File: src/core/pwmg_map.svh
`ifndef PWMG_MAP_SVH
`define PWMG_MAP_SVH

// register byte offsets on the apb bus
`define PWMG_OFF_PERIOD 12'h000
`define PWMG_OFF_DUTY   12'h004
`define PWMG_OFF_CTRL   12'h008
`define PWMG_OFF_STAT   12'h00C

// reset values
`define PWMG_PERIOD_RST 16'h3F00
`define PWMG_DUTY_RST   16'h2000
`define PWMG_CTRL_RST   16'h0000

// field positions
`define PWMG_PER_MSB    15
`define PWMG_PER_LSB    8
`define PWMG_PRE_MSB    1
`define PWMG_PRE_LSB    0
`define PWMG_DHI_MSB    15
`define PWMG_DHI_LSB    8
`define PWMG_DLO_MSB    1
`define PWMG_DLO_LSB    0
`define PWMG_ON_BIT     0

// timing: system clock and fixed timer base, in mhz
`define PWMG_CLK_MHZ    50
`define PWMG_TIMER_MHZ  16
// the count advances in half timer periods
`define PWMG_HALF_MHZ   (2 * `PWMG_TIMER_MHZ)
`define PWMG_DIV1       1
`define PWMG_DIV4       4
`define PWMG_DIV16      16

`endif

File: src/core/pwmg_pkg.sv
package pwmg_pkg;

	typedef enum logic [1:0] {
		PWMG_PRE_DIV1,
		PWMG_PRE_DIV4,
		PWMG_PRE_DIV16,
		PWMG_PRE_UNUSED
	} pwmg_pre_t;

endpackage

File: src/core/pwmg_apb_regs.sv
`timescale 1ns/1ps
`include "pwmg_map.svh"

module pwmg_apb_regs #(
	parameter int ADDR_W = 12
) (
	input  wire logic              clk,
	input  wire logic              rst_n,
	input  wire logic              psel,
	input  wire logic              penable,
	input  wire logic              pwrite,
	input  wire logic [ADDR_W-1:0] paddr,
	input  wire logic [31:0]       pwdata,
	output logic      [31:0]       prdata,
	output logic                   pready,
	output logic                   pslverr,
	input  wire logic [15:0]       status,
	output logic      [15:0]       period_q,
	output logic      [15:0]       duty_q,
	output logic      [15:0]       ctrl_q
);

	logic [31:0] prdata_q;
	logic        pready_q;
	logic        pslverr_q;

	wire sel_per  = (paddr == ADDR_W'(`PWMG_OFF_PERIOD));
	wire sel_duty = (paddr == ADDR_W'(`PWMG_OFF_DUTY));
	wire sel_ctrl = (paddr == ADDR_W'(`PWMG_OFF_CTRL));
	wire sel_stat = (paddr == ADDR_W'(`PWMG_OFF_STAT));
	wire hit      = sel_per | sel_duty | sel_ctrl | sel_stat;
	wire setup    = psel & ~penable;
	wire wr_en    = psel & penable & pready_q & pwrite & hit;

	// unimplemented bits are never stored, so they read back as zero
	wire [15:0] per_wr  = {pwdata[15:8], 6'h00, pwdata[1:0]};
	wire [15:0] duty_wr = {pwdata[15:8], 6'h00, pwdata[1:0]};
	wire [15:0] ctrl_wr = {15'h0000, pwdata[`PWMG_ON_BIT]};
	wire [15:0] rd_mux  = sel_per  ? period_q :
	                      sel_duty ? duty_q :
	                      sel_ctrl ? ctrl_q :
	                      sel_stat ? status : 16'h0000;

	assign prdata  = prdata_q;
	assign pready  = pready_q;
	assign pslverr = pslverr_q;

	always_ff @(posedge clk or negedge rst_n) begin
		if (!rst_n) begin
			pready_q  <= 1'b0;
			pslverr_q <= 1'b0;
			prdata_q  <= 32'h0000_0000;
		end else begin
			pready_q  <= setup;
			pslverr_q <= setup & ~hit;
			if (setup & ~pwrite) begin
				prdata_q <= {16'h0000, rd_mux};
			end
		end
	end

	always_ff @(posedge clk or negedge rst_n) begin
		if (!rst_n) begin
			period_q <= `PWMG_PERIOD_RST;
			duty_q   <= `PWMG_DUTY_RST;
			ctrl_q   <= `PWMG_CTRL_RST;
		end else if (wr_en) begin
			if (sel_per) period_q <= per_wr;
			if (sel_duty) duty_q <= duty_wr;
			if (sel_ctrl) ctrl_q <= ctrl_wr;
		end
	end

endmodule

File: src/core/pwmg_tick_gen.sv
`timescale 1ns/1ps
`include "pwmg_map.svh"

module pwmg_tick_gen (
	input  wire logic             clk,
	input  wire logic             rst_n,
	input  wire logic             run,
	input  pwmg_pkg::pwmg_pre_t   pre,
	output logic                  half_tick
);

	localparam logic [6:0] STEP = 7'(`PWMG_HALF_MHZ);
	localparam logic [6:0] WRAP = 7'(`PWMG_CLK_MHZ);

	logic [6:0] acc_q;
	logic [6:0] acc_d;
	logic [3:0] pcnt_q;
	logic [3:0] pcnt_d;

	wire  [6:0] acc_sum = acc_q + STEP;
	wire        base    = (acc_sum >= WRAP);
	wire  [3:0] lim     = (pre == pwmg_pkg::PWMG_PRE_DIV4)  ? 4'(`PWMG_DIV4 - 1) :
	                      (pre == pwmg_pkg::PWMG_PRE_DIV16) ? 4'(`PWMG_DIV16 - 1) :
	                      4'(`PWMG_DIV1 - 1);
	wire        pdone   = (pcnt_q >= lim);

	// fractional divider: average rate is exactly twice the timer base
	assign acc_d     = base ? 7'(acc_sum - WRAP) : acc_sum;
	assign pcnt_d    = !run ? 4'h0 : !base ? pcnt_q : pdone ? 4'h0 : 4'(pcnt_q + 4'h1);
	assign half_tick = run & base & pdone;

	always_ff @(posedge clk or negedge rst_n) begin
		if (!rst_n) begin
			acc_q  <= 7'h00;
			pcnt_q <= 4'h0;
		end else begin
			acc_q  <= acc_d;
			pcnt_q <= pcnt_d;
		end
	end

endmodule

File: src/core/pwmg_top.sv
// Behaviour
// - the waveform reaches the pin only while the control register holds one, else the pin is off, and off after reset.
// - the timer runs from a fixed sixteen megahertz base whose period is the reciprocal of that rate.
// - the period register keeps the eight-bit period value in bits fifteen to eight.
// - period register bits one and zero pick the prescaler: 00 by one, 01 by four, 10 by sixteen, 11 unused.
// - the output period is the period value plus one, times two timer periods, times the prescale factor.
// - when the timer reaches the period it clears and sets the pin on the next step, unless the duty is zero.
// - the ten-bit duty value has its upper eight bits in bits fifteen to eight and its lowest two in bits one and zero.
// - the high time is the duty value times half a timer period times the prescale factor.
// - duty writes are taken at any time but only applied once the current period has finished.
// - a duty value beyond the period length keeps the pin high for the whole period.
// - unimplemented bits read as zero in the period, duty and control registers.
// - duty resolution is at most ten bits.
//
// Added by the designer: the placing of the registers and the APB interface to the registers.
`timescale 1ns/1ps
`include "pwmg_map.svh"

module pwmg_top #(
	parameter int ADDR_W = 12,
	parameter int PER_W  = 8,
	parameter int DUTY_W = 10
) (
	input  wire logic              clk,
	input  wire logic              rst_n,
	input  wire logic              psel,
	input  wire logic              penable,
	input  wire logic              pwrite,
	input  wire logic [ADDR_W-1:0] paddr,
	input  wire logic [31:0]       pwdata,
	output logic      [31:0]       prdata,
	output logic                   pready,
	output logic                   pslverr,
	output logic                   pwm_pin
);

	logic [15:0]       period_reg;
	logic [15:0]       duty_reg;
	logic [15:0]       ctrl_reg;
	logic              half_tick;
	logic [DUTY_W-1:0] cnt_q;
	logic [DUTY_W-1:0] cnt_d;
	logic [DUTY_W-1:0] duty_act_q;
	logic [DUTY_W-1:0] duty_act_d;
	logic              pin_q;
	logic              pin_d;

	// register file
	wire [15:0] status = {cnt_q[DUTY_W-1:2], 7'h00, pin_q};

	pwmg_apb_regs #(
		.ADDR_W (ADDR_W)
	) u_regs (
		.clk      (clk),
		.rst_n    (rst_n),
		.psel     (psel),
		.penable  (penable),
		.pwrite   (pwrite),
		.paddr    (paddr),
		.pwdata   (pwdata),
		.prdata   (prdata),
		.pready   (pready),
		.pslverr  (pslverr),
		.status   (status),
		.period_q (period_reg),
		.duty_q   (duty_reg),
		.ctrl_q   (ctrl_reg)
	);

	// field extraction
	wire                      on_q    = ctrl_reg[`PWMG_ON_BIT];
	wire [PER_W-1:0]          per_val = period_reg[`PWMG_PER_MSB:`PWMG_PER_LSB];
	wire pwmg_pkg::pwmg_pre_t pre_sel =
		pwmg_pkg::pwmg_pre_t'(period_reg[`PWMG_PRE_MSB:`PWMG_PRE_LSB]);
	// ten-bit duty: high byte then the two low bits
	wire [DUTY_W-1:0] duty_sh = {duty_reg[`PWMG_DHI_MSB:`PWMG_DHI_LSB],
	                             duty_reg[`PWMG_DLO_MSB:`PWMG_DLO_LSB]};

	// half-timer-period steps, prescaled
	pwmg_tick_gen u_tick (
		.clk       (clk),
		.rst_n     (rst_n),
		.run       (on_q),
		.pre       (pre_sel),
		.half_tick (half_tick)
	);

	// the count runs in half timer periods, so one timer step is two of them
	// and the period in counts is four times (period value plus one)
	wire [DUTY_W-1:0] last  = {per_val, 2'b11};
	wire              wrap  = (cnt_q == last);
	wire              step  = on_q & half_tick;
	wire              reload = !on_q | (step & wrap);

	assign cnt_d = !on_q ? '0 :
	               !step ? cnt_q :
	               wrap  ? '0 :
	               DUTY_W'(cnt_q + 1'b1);

	// shadow copy reaches the compare only at the period boundary, and every cycle while the generator is off
	assign duty_act_d = reload ? duty_sh : duty_act_q;

	// high while the count is below the duty: zero duty never sets the pin,
	// a duty past the period end never clears it
	assign pin_d = on_q & (cnt_d < duty_act_d);

	always_ff @(posedge clk or negedge rst_n) begin
		if (!rst_n) begin
			cnt_q      <= '0;
			duty_act_q <= '0;
			pin_q      <= 1'b0;
		end else begin
			cnt_q      <= cnt_d;
			duty_act_q <= duty_act_d;
			pin_q      <= pin_d;
		end
	end

	assign pwm_pin = pin_q;

	// checks
	wire rd_access = psel & penable & pready & ~pwrite;
	// a duty write as it lands, and the ten bits that it carries
	wire              duty_wr_hit = psel & penable & pready & pwrite &
	                                (paddr == ADDR_W'(`PWMG_OFF_DUTY));
	wire [DUTY_W-1:0] duty_wr_val = {pwdata[15:8], pwdata[1:0]};
	// undivided rate: a gap between half ticks is never two clocks long
	wire              div1_on     = on_q & (pre_sel == pwmg_pkg::PWMG_PRE_DIV1);

	pin_off_a: assert property (
		@(posedge clk) disable iff (!rst_n)
		!on_q |=> !pwm_pin
	) else $error("pin driven while generator off");

	timer_held_a: assert property (
		@(posedge clk) disable iff (!rst_n)
		!on_q |=> (cnt_q == '0) && (duty_act_q == $past(duty_sh))
	) else $error("timer not held at zero while off");

	count_step_a: assert property (
		@(posedge clk) disable iff (!rst_n)
		(on_q && half_tick && !wrap) |=>
			(cnt_q == DUTY_W'($past(cnt_q) + 1'b1))
	) else $error("count did not advance by one");

	count_hold_a: assert property (
		@(posedge clk) disable iff (!rst_n)
		(on_q && !half_tick) |=> $stable(cnt_q)
	) else $error("count moved without a tick");

	period_wrap_a: assert property (
		@(posedge clk) disable iff (!rst_n)
		(on_q && half_tick && wrap && duty_sh != '0 && ctrl_reg[0]) |=>
			(cnt_q == '0) && (on_q -> pwm_pin)
	) else $error("period end did not restart with pin set");

	duty_buffer_a: assert property (
		@(posedge clk) disable iff (!rst_n)
		(on_q && !(half_tick && wrap)) |=> $stable(duty_act_q)
	) else $error("duty applied in mid period");

	high_time_a: assert property (
		@(posedge clk) disable iff (!rst_n)
		on_q |=> (pwm_pin == ($past(on_q) && on_q ? (cnt_q < duty_act_q) : pwm_pin))
	) else $error("pin disagrees with count and duty");

	full_high_a: assert property (
		@(posedge clk) disable iff (!rst_n)
		(on_q && duty_act_q > last) ##1 (on_q && $stable(duty_act_q)) |-> pwm_pin
	) else $error("pin cleared though duty exceeds period");

	zero_duty_a: assert property (
		@(posedge clk) disable iff (!rst_n)
		(duty_act_q == '0) |-> !pwm_pin
	) else $error("pin set at zero duty");

	prescale_gap_a: assert property (
		@(posedge clk) disable iff (!rst_n)
		(half_tick && pre_sel == pwmg_pkg::PWMG_PRE_DIV4) ##1
			(pre_sel == pwmg_pkg::PWMG_PRE_DIV4) [*1] |-> !half_tick
	) else $error("divide-by-four ticks too close");

	reserved_zero_a: assert property (
		@(posedge clk) disable iff (!rst_n)
		(rd_access && !pslverr && paddr != ADDR_W'(`PWMG_OFF_STAT)) |->
			(prdata[7:2] == 6'h00) && (prdata[31:16] == 16'h0000)
	) else $error("unimplemented bits read nonzero");

	ctrl_read_a: assert property (
		@(posedge clk) disable iff (!rst_n)
		(rd_access && paddr == ADDR_W'(`PWMG_OFF_CTRL)) |->
			(prdata[15:1] == 15'h0000)
	) else $error("control upper bits read nonzero");

	duty_width_a: assert property (
		@(posedge clk) disable iff (!rst_n)
		duty_wr_hit |=> (duty_sh == $past(duty_wr_val))
	) else $error("duty not assembled to ten bits");

	// the shadow takes the buffered duty exactly at the boundary
	reload_take_a: assert property (
		@(posedge clk) disable iff (!rst_n)
		(step && wrap) |=> (duty_act_q == $past(duty_sh))
	) else $error("buffered duty not applied at period end");

	// the pin only ever rises at the start of a period
	pin_rise_a: assert property (
		@(posedge clk) disable iff (!rst_n)
		$rose(pwm_pin) |-> (cnt_q == '0)
	) else $error("pin rose away from period start");

	// while the generator stays on, the pin falls exactly when the count meets the duty
	pin_fall_a: assert property (
		@(posedge clk) disable iff (!rst_n)
		($fell(pwm_pin) && on_q && $past(on_q)) |-> (cnt_q == duty_act_q)
	) else $error("pin fell at the wrong count");

	// average rate of twice the timer base leaves no double gap
	tick_rate_a: assert property (
		@(posedge clk) disable iff (!rst_n)
		(div1_on && !half_tick) ##1 div1_on |-> half_tick
	) else $error("half tick missing at undivided rate");

	// no tick at all while the generator is off
	tick_off_a: assert property (
		@(posedge clk) disable iff (!rst_n)
		!on_q |-> !half_tick
	) else $error("timer ticking while off");

	zero_duty_cov: cover property (
		@(posedge clk) disable iff (!rst_n)
		on_q && duty_act_q == '0 && step && wrap
	);

	wrap_cov: cover property (
		@(posedge clk) disable iff (!rst_n)
		on_q && half_tick && wrap ##1 pwm_pin
	);

	duty_apply_cov: cover property (
		@(posedge clk) disable iff (!rst_n)
		on_q && (duty_sh != duty_act_q) ##[1:1000] (half_tick && wrap)
	);

	full_high_cov: cover property (
		@(posedge clk) disable iff (!rst_n)
		on_q && duty_act_q > last && pwm_pin
	);

	enable_cov: cover property (
		@(posedge clk) disable iff (!rst_n)
		!on_q ##1 on_q ##[1:100] pwm_pin
	);

endmodule

File: config.mk
export PLATFORM = sky130hd
export DESIGN_NAME = pwmg_top
export DESIGN_NICKNAME = d
export VERILOG_FILES = /design/src/core/pwmg_pkg.sv /design/src/core/pwmg_apb_regs.sv /design/src/core/pwmg_tick_gen.sv /design/src/core/pwmg_top.sv
export VERILOG_INCLUDE_DIRS = /design/src /design/src/core
export SDC_FILE = /design/constraint.sdc
export NUM_CORES = 1
export LEC_CHECK = 0
export BUFFER_PORTS_ARGS = -buffer_cell sky130_fd_sc_hd__buf_4
export CAP_MARGIN = 30
export CORE_ASPECT_RATIO = 0.9
export CORE_MARGIN = 2
export CORE_UTILIZATION = 49
export DETAILED_ROUTE_END_ITERATION = 6
export PLACE_DENSITY = 0.76
export SYNTH_ARGS = -nofsm -noshare
export SYNTH_HDL_FRONTEND = slang
export SYNTH_SLANG_ARGS = --single-unit
File: constraint.sdc
create_clock -name clk -period 3.4 [get_ports clk]
set_input_delay 0.68 -clock clk [delete_from_list [all_inputs] [get_ports clk]]
set_output_delay 0.68 -clock clk [all_outputs]
set_load 0.05 [all_outputs]
==> parameters.txt <==
Parameter                              Value

Clock tree
  # clock sinks    64
  Number of levels the H-tree was split into    3
  Clock network latency to the later pin of the worst-skew pair    350 ps
  Root buffer cell    clkbuf_8
  Clock tree buffer depth    2
  Cts bufs inserted    9
  TritonCTS clock tree    done
  Clock-pin slew on the worst setup and hold paths    70 ps

Detailed routing
  First-pass detailed-route iteration total    5
  Number of DRC violations after detailed-routing iteration 0    187
  Aggregate routed wire length    8030 um
  Detailed-route DRC error count    0
  WL per Instance    15.5 um
  Post-route antenna net violation count    0
  Vias per Instance    5.55
  Number of vias after detailed routing    2,868

Pwr
  Leakage component of the power    approximately 2.2 nW
  Net switching power    approximately 590 uW
  Worst IR drop on VDD    0.194 mV
  Fraction of power consumed by combinational cells    about 25%
  Cell Pwr Density    422 nW/um^2
  Proportion of power drawn by the clock network    34.2%
  Internal power    roughly 1.3 mW
  Net switching fraction of the power    a little under a third
  Part of the power in registers    41.3%

Setup path
  Chain of cells forming the critical path    inv_2 > ha_4 > inv_2 > ha_4 > nand2b_4 > a2111oi_4 > or3_4 > or4_4 > a21oi_2 > ha_1 > a21o_1 > a211oi_2 > o21ai_1 > a31oi_1
  Family with the most delay on the worst path    simple AND/OR/NAND/NOR gates
  Maximum net fanout on the critical path    6
  Required arrival time at the worst endpoint    ~3700 ps
  Crit-path slowest cell    or4_4
  Worst Path Class, Setup    reg -> reg
  Setup crit end kind    flop
  Worst endpoint data arrival time    3550 ps
  Nature of the critical path startpoint    flop
  Total buffers and inverters traversed by the critical path    2
  Biggest cell delay along the critical path    roughly 530 ps

STA
  Smallest hold slack    around 420 ps
  Final Slew Violations    0
  Final Cycle Share    96.6%
  Setup TNS    0 ps
  Worst slew margin relative to its limit    46.5%
  Setup violations, final    0
  Shortest clock period the worst path allows after layout    3290 ps
  Worst-Margin Slew    802 ps
  Unrepaired setup endpoints after global routing    true
  Clk_skew    13.6 ps
  Maximum clock frequency    0.304 GHz
  Count of endpoints failing hold in the final timing report    0

Global route
  Pin count of the biggest net entering global routing    65
  Tot GR Track Use    20.2%
  Initial antenna violation count    0
  Number of global-route vias before repair    2,682
  Grt total ovfl    0
  Wire length of the first global-routing pass    ~13,000 um

Synthesis
  Dominant cells by area after synthesis    dfrtp_1, ha_1, mux2_2
  Top-area cell type share of the netlist area    38.2%
  Post-synth top area cell    dfrtp_1
  Gate count of the mapped netlist    358
  Synth cell types    49
  Fraction of synthesis flops using an asynchronous set or reset pin    100%
  Post-synth top flop    dfrtp_1
  Number of synthesized register bits    64
  Seq/Total Area, Yosys    43.1%
  Average cell area after synthesis    ~10 sq um
  Number of enable flip-flop cells after synthesis    0
  Yosys warning total    0
  Post-Synthesis Cell Area    3730 sq um

Place
  Count of input and output buffers    39
  Gpl congestion    roughly 0.88
  Half-perimeter wire length after detailed placement    5560 um
  Number of placed instances with taps included    492

Floorplan
  I/O pin total    84
  Chip height    approximately 87 um
  Die extent in x    about 96 um
  Cell row count    30
  Die footprint    about 8300 sq um
  Initial Utilization    between 40% and 50%
  Core Footprint    roughly 7500 sq um

Job
  Number of violations of the max-capacitance limit    0

Worst hold path
  Worst min path class    in -> async

Finish
  Fin nets    484
  Share of layout cells above drive strength 1    34.0%
  Ant. Diodes    0
  Cell Count, Final, Fillers Out    517
  Area growth, synth to finish    21.2%
  Final standard cell utilization of the core    between 60% and 70%

Status
  Run status    finished, final reports clean
-- sequential cells by signal, summed over array words and instances (netlist names) --
register / flops
u_tick.acc_q: 6
u_regs.prdata: 10
pwm_pin: 1
cnt_q: 10
u_regs.pready: 1
u_regs.ctrl_q: 1
u_regs.pslverr: 1
duty_act_q: 10
u_regs.period_q: 10
u_regs.duty_q: 10
u_tick.pcnt_q: 4
-- cell families (layout without fill, tap and decap cells) --
logic type | after synthesis | count (layout) | synth area share (%)
and+or+nand+nor | 98 | 98 | 13.3
DFF | 64 | 64 | 43.1
AOI/OAI and AO/OA | 63 | 63 | 11.1
buffers and inverters | 52 | 94 | 7.88
muxes | 48 | 48 | 15.1
adders and majority gates | 19 | 19 | 6.37
xor gates and xnor gates | 13 | 13 | 3.05
other | 1 | 22 | 0.100
-- layer usage --
metal	vias to the layer above	part of all wire [%]	track usage (%)
met5	-	0	0
met4	0	1.1	7.14
met3	9	6.2	4.00
met2	105	46	30.9
met1	1405	46	28.4
li1	1349	-	-
-- power groups by stage --
stage	logic, mW	registers [mW]	clock network [mW]
finish	0.467	0.788	0.652
global route	0.499	0.789	0.692
CTS	0.401	0.787	0.665
detailed placement	0.385	0.802	0
global placement	0.379	0.801	0
floorplan	0.265	0.813	0
-- placed cells by master, fill, tap and decap left out, types with 2 or more instances in the layout --
master,count
mux2_2,20
inv_1,11
nand3_1,17
a2111oi_4,2
o31ai_1,9
or3_1,3
clkinv_4,2
conb_1,22
clkbuf_8,9
nor2b_1,2
a21oi_2,5
xnor2_1,3
ha_1,17
nor4_1,3
mux2i_1,17
o21a_1,3
nand2b_1,2
or4_1,2
a21o_1,3
nor3_1,5
nor3b_1,2
nor2_1,18
clkinv_2,2
inv_2,2
nand4_1,4
nand2_1,25
clkinvlp_4,2
a31oi_1,5
dfstp_2,7
a21oi_1,16
o21ai_0,10
ha_4,2
and2_1,3
buf_12,2
buf_4,62
mux2_4,9
dfrtp_1,57
nand4b_1,2
xor2_1,10
-- worst paths after layout --
| path | from | end | cells after the start | slack (ps) |
|---|---|---|---|---|
| max | u_regs.period_q[0]$_DFFE_PN0P_ | pwm_pin$_DFF_PN0_ | 14 | 110 |
| min | rst_n | u_tick.acc_q[5]$_DFF_PN0_ | 1 | 420 |
| max reg2reg | u_regs.period_q[0]$_DFFE_PN0P_ | pwm_pin$_DFF_PN0_ | 14 | 110 |
| min reg2reg | u_regs.prdata[9]$_DFFE_PN0P_ | u_regs.prdata[9]$_DFFE_PN0P_ | 2 | 480 |
| max in group asynchronous | rst_n | cnt_q[1]$_DFF_PN0_ | 1 | 2450 |
| min in group clk | u_regs.prdata[9]$_DFFE_PN0P_ | u_regs.prdata[9]$_DFFE_PN0P_ | 2 | 480 |
-- per-stage QoR --
stage	power (mW)	instance area, sq um	setup slack (ps)
floorplan	1.08	3810	194
global placement	1.18	4140	-84.4
detailed placement	1.19	4140	-76.5
CTS	1.85	4380	5.90
global route	1.98	4520	-39.0
finish	1.91	4520	114
-- Yosys cell counts, drive strengths merged (4+ instances only) --
master  instances
o31ai          10
or3             4
nand2          25
dfrtp          57
nand3          18
mux2i          18
nor4            4
clkbuf          9
buf            30
mux2           29
a21oi          21
o21ai          12
inv            13
nor2           18
dfstp           7
a31oi           7
xor2           10
nor3            5
nand4           4
ha             19
-- cell type report --
cell class	instances	area [sq um]
well taps	96	120
fillers	613	2950
multi-input cells	263	2040
inverters	13	48.8
clock inverters	7	72.6
repair buffers	65	510
flip-flops and latches	64	1610
clock buffers	9	124
-- repair_timing --
action | CTS | global route
pin swaps | 1 | 13
hold buffers | 0 | 0
resized for setup | 10 | 14
buffers inserted | 0 | 10
endpoints found under the setup margin | 1 | 1
No activity file was read; power rests on OpenSTA's default activity.
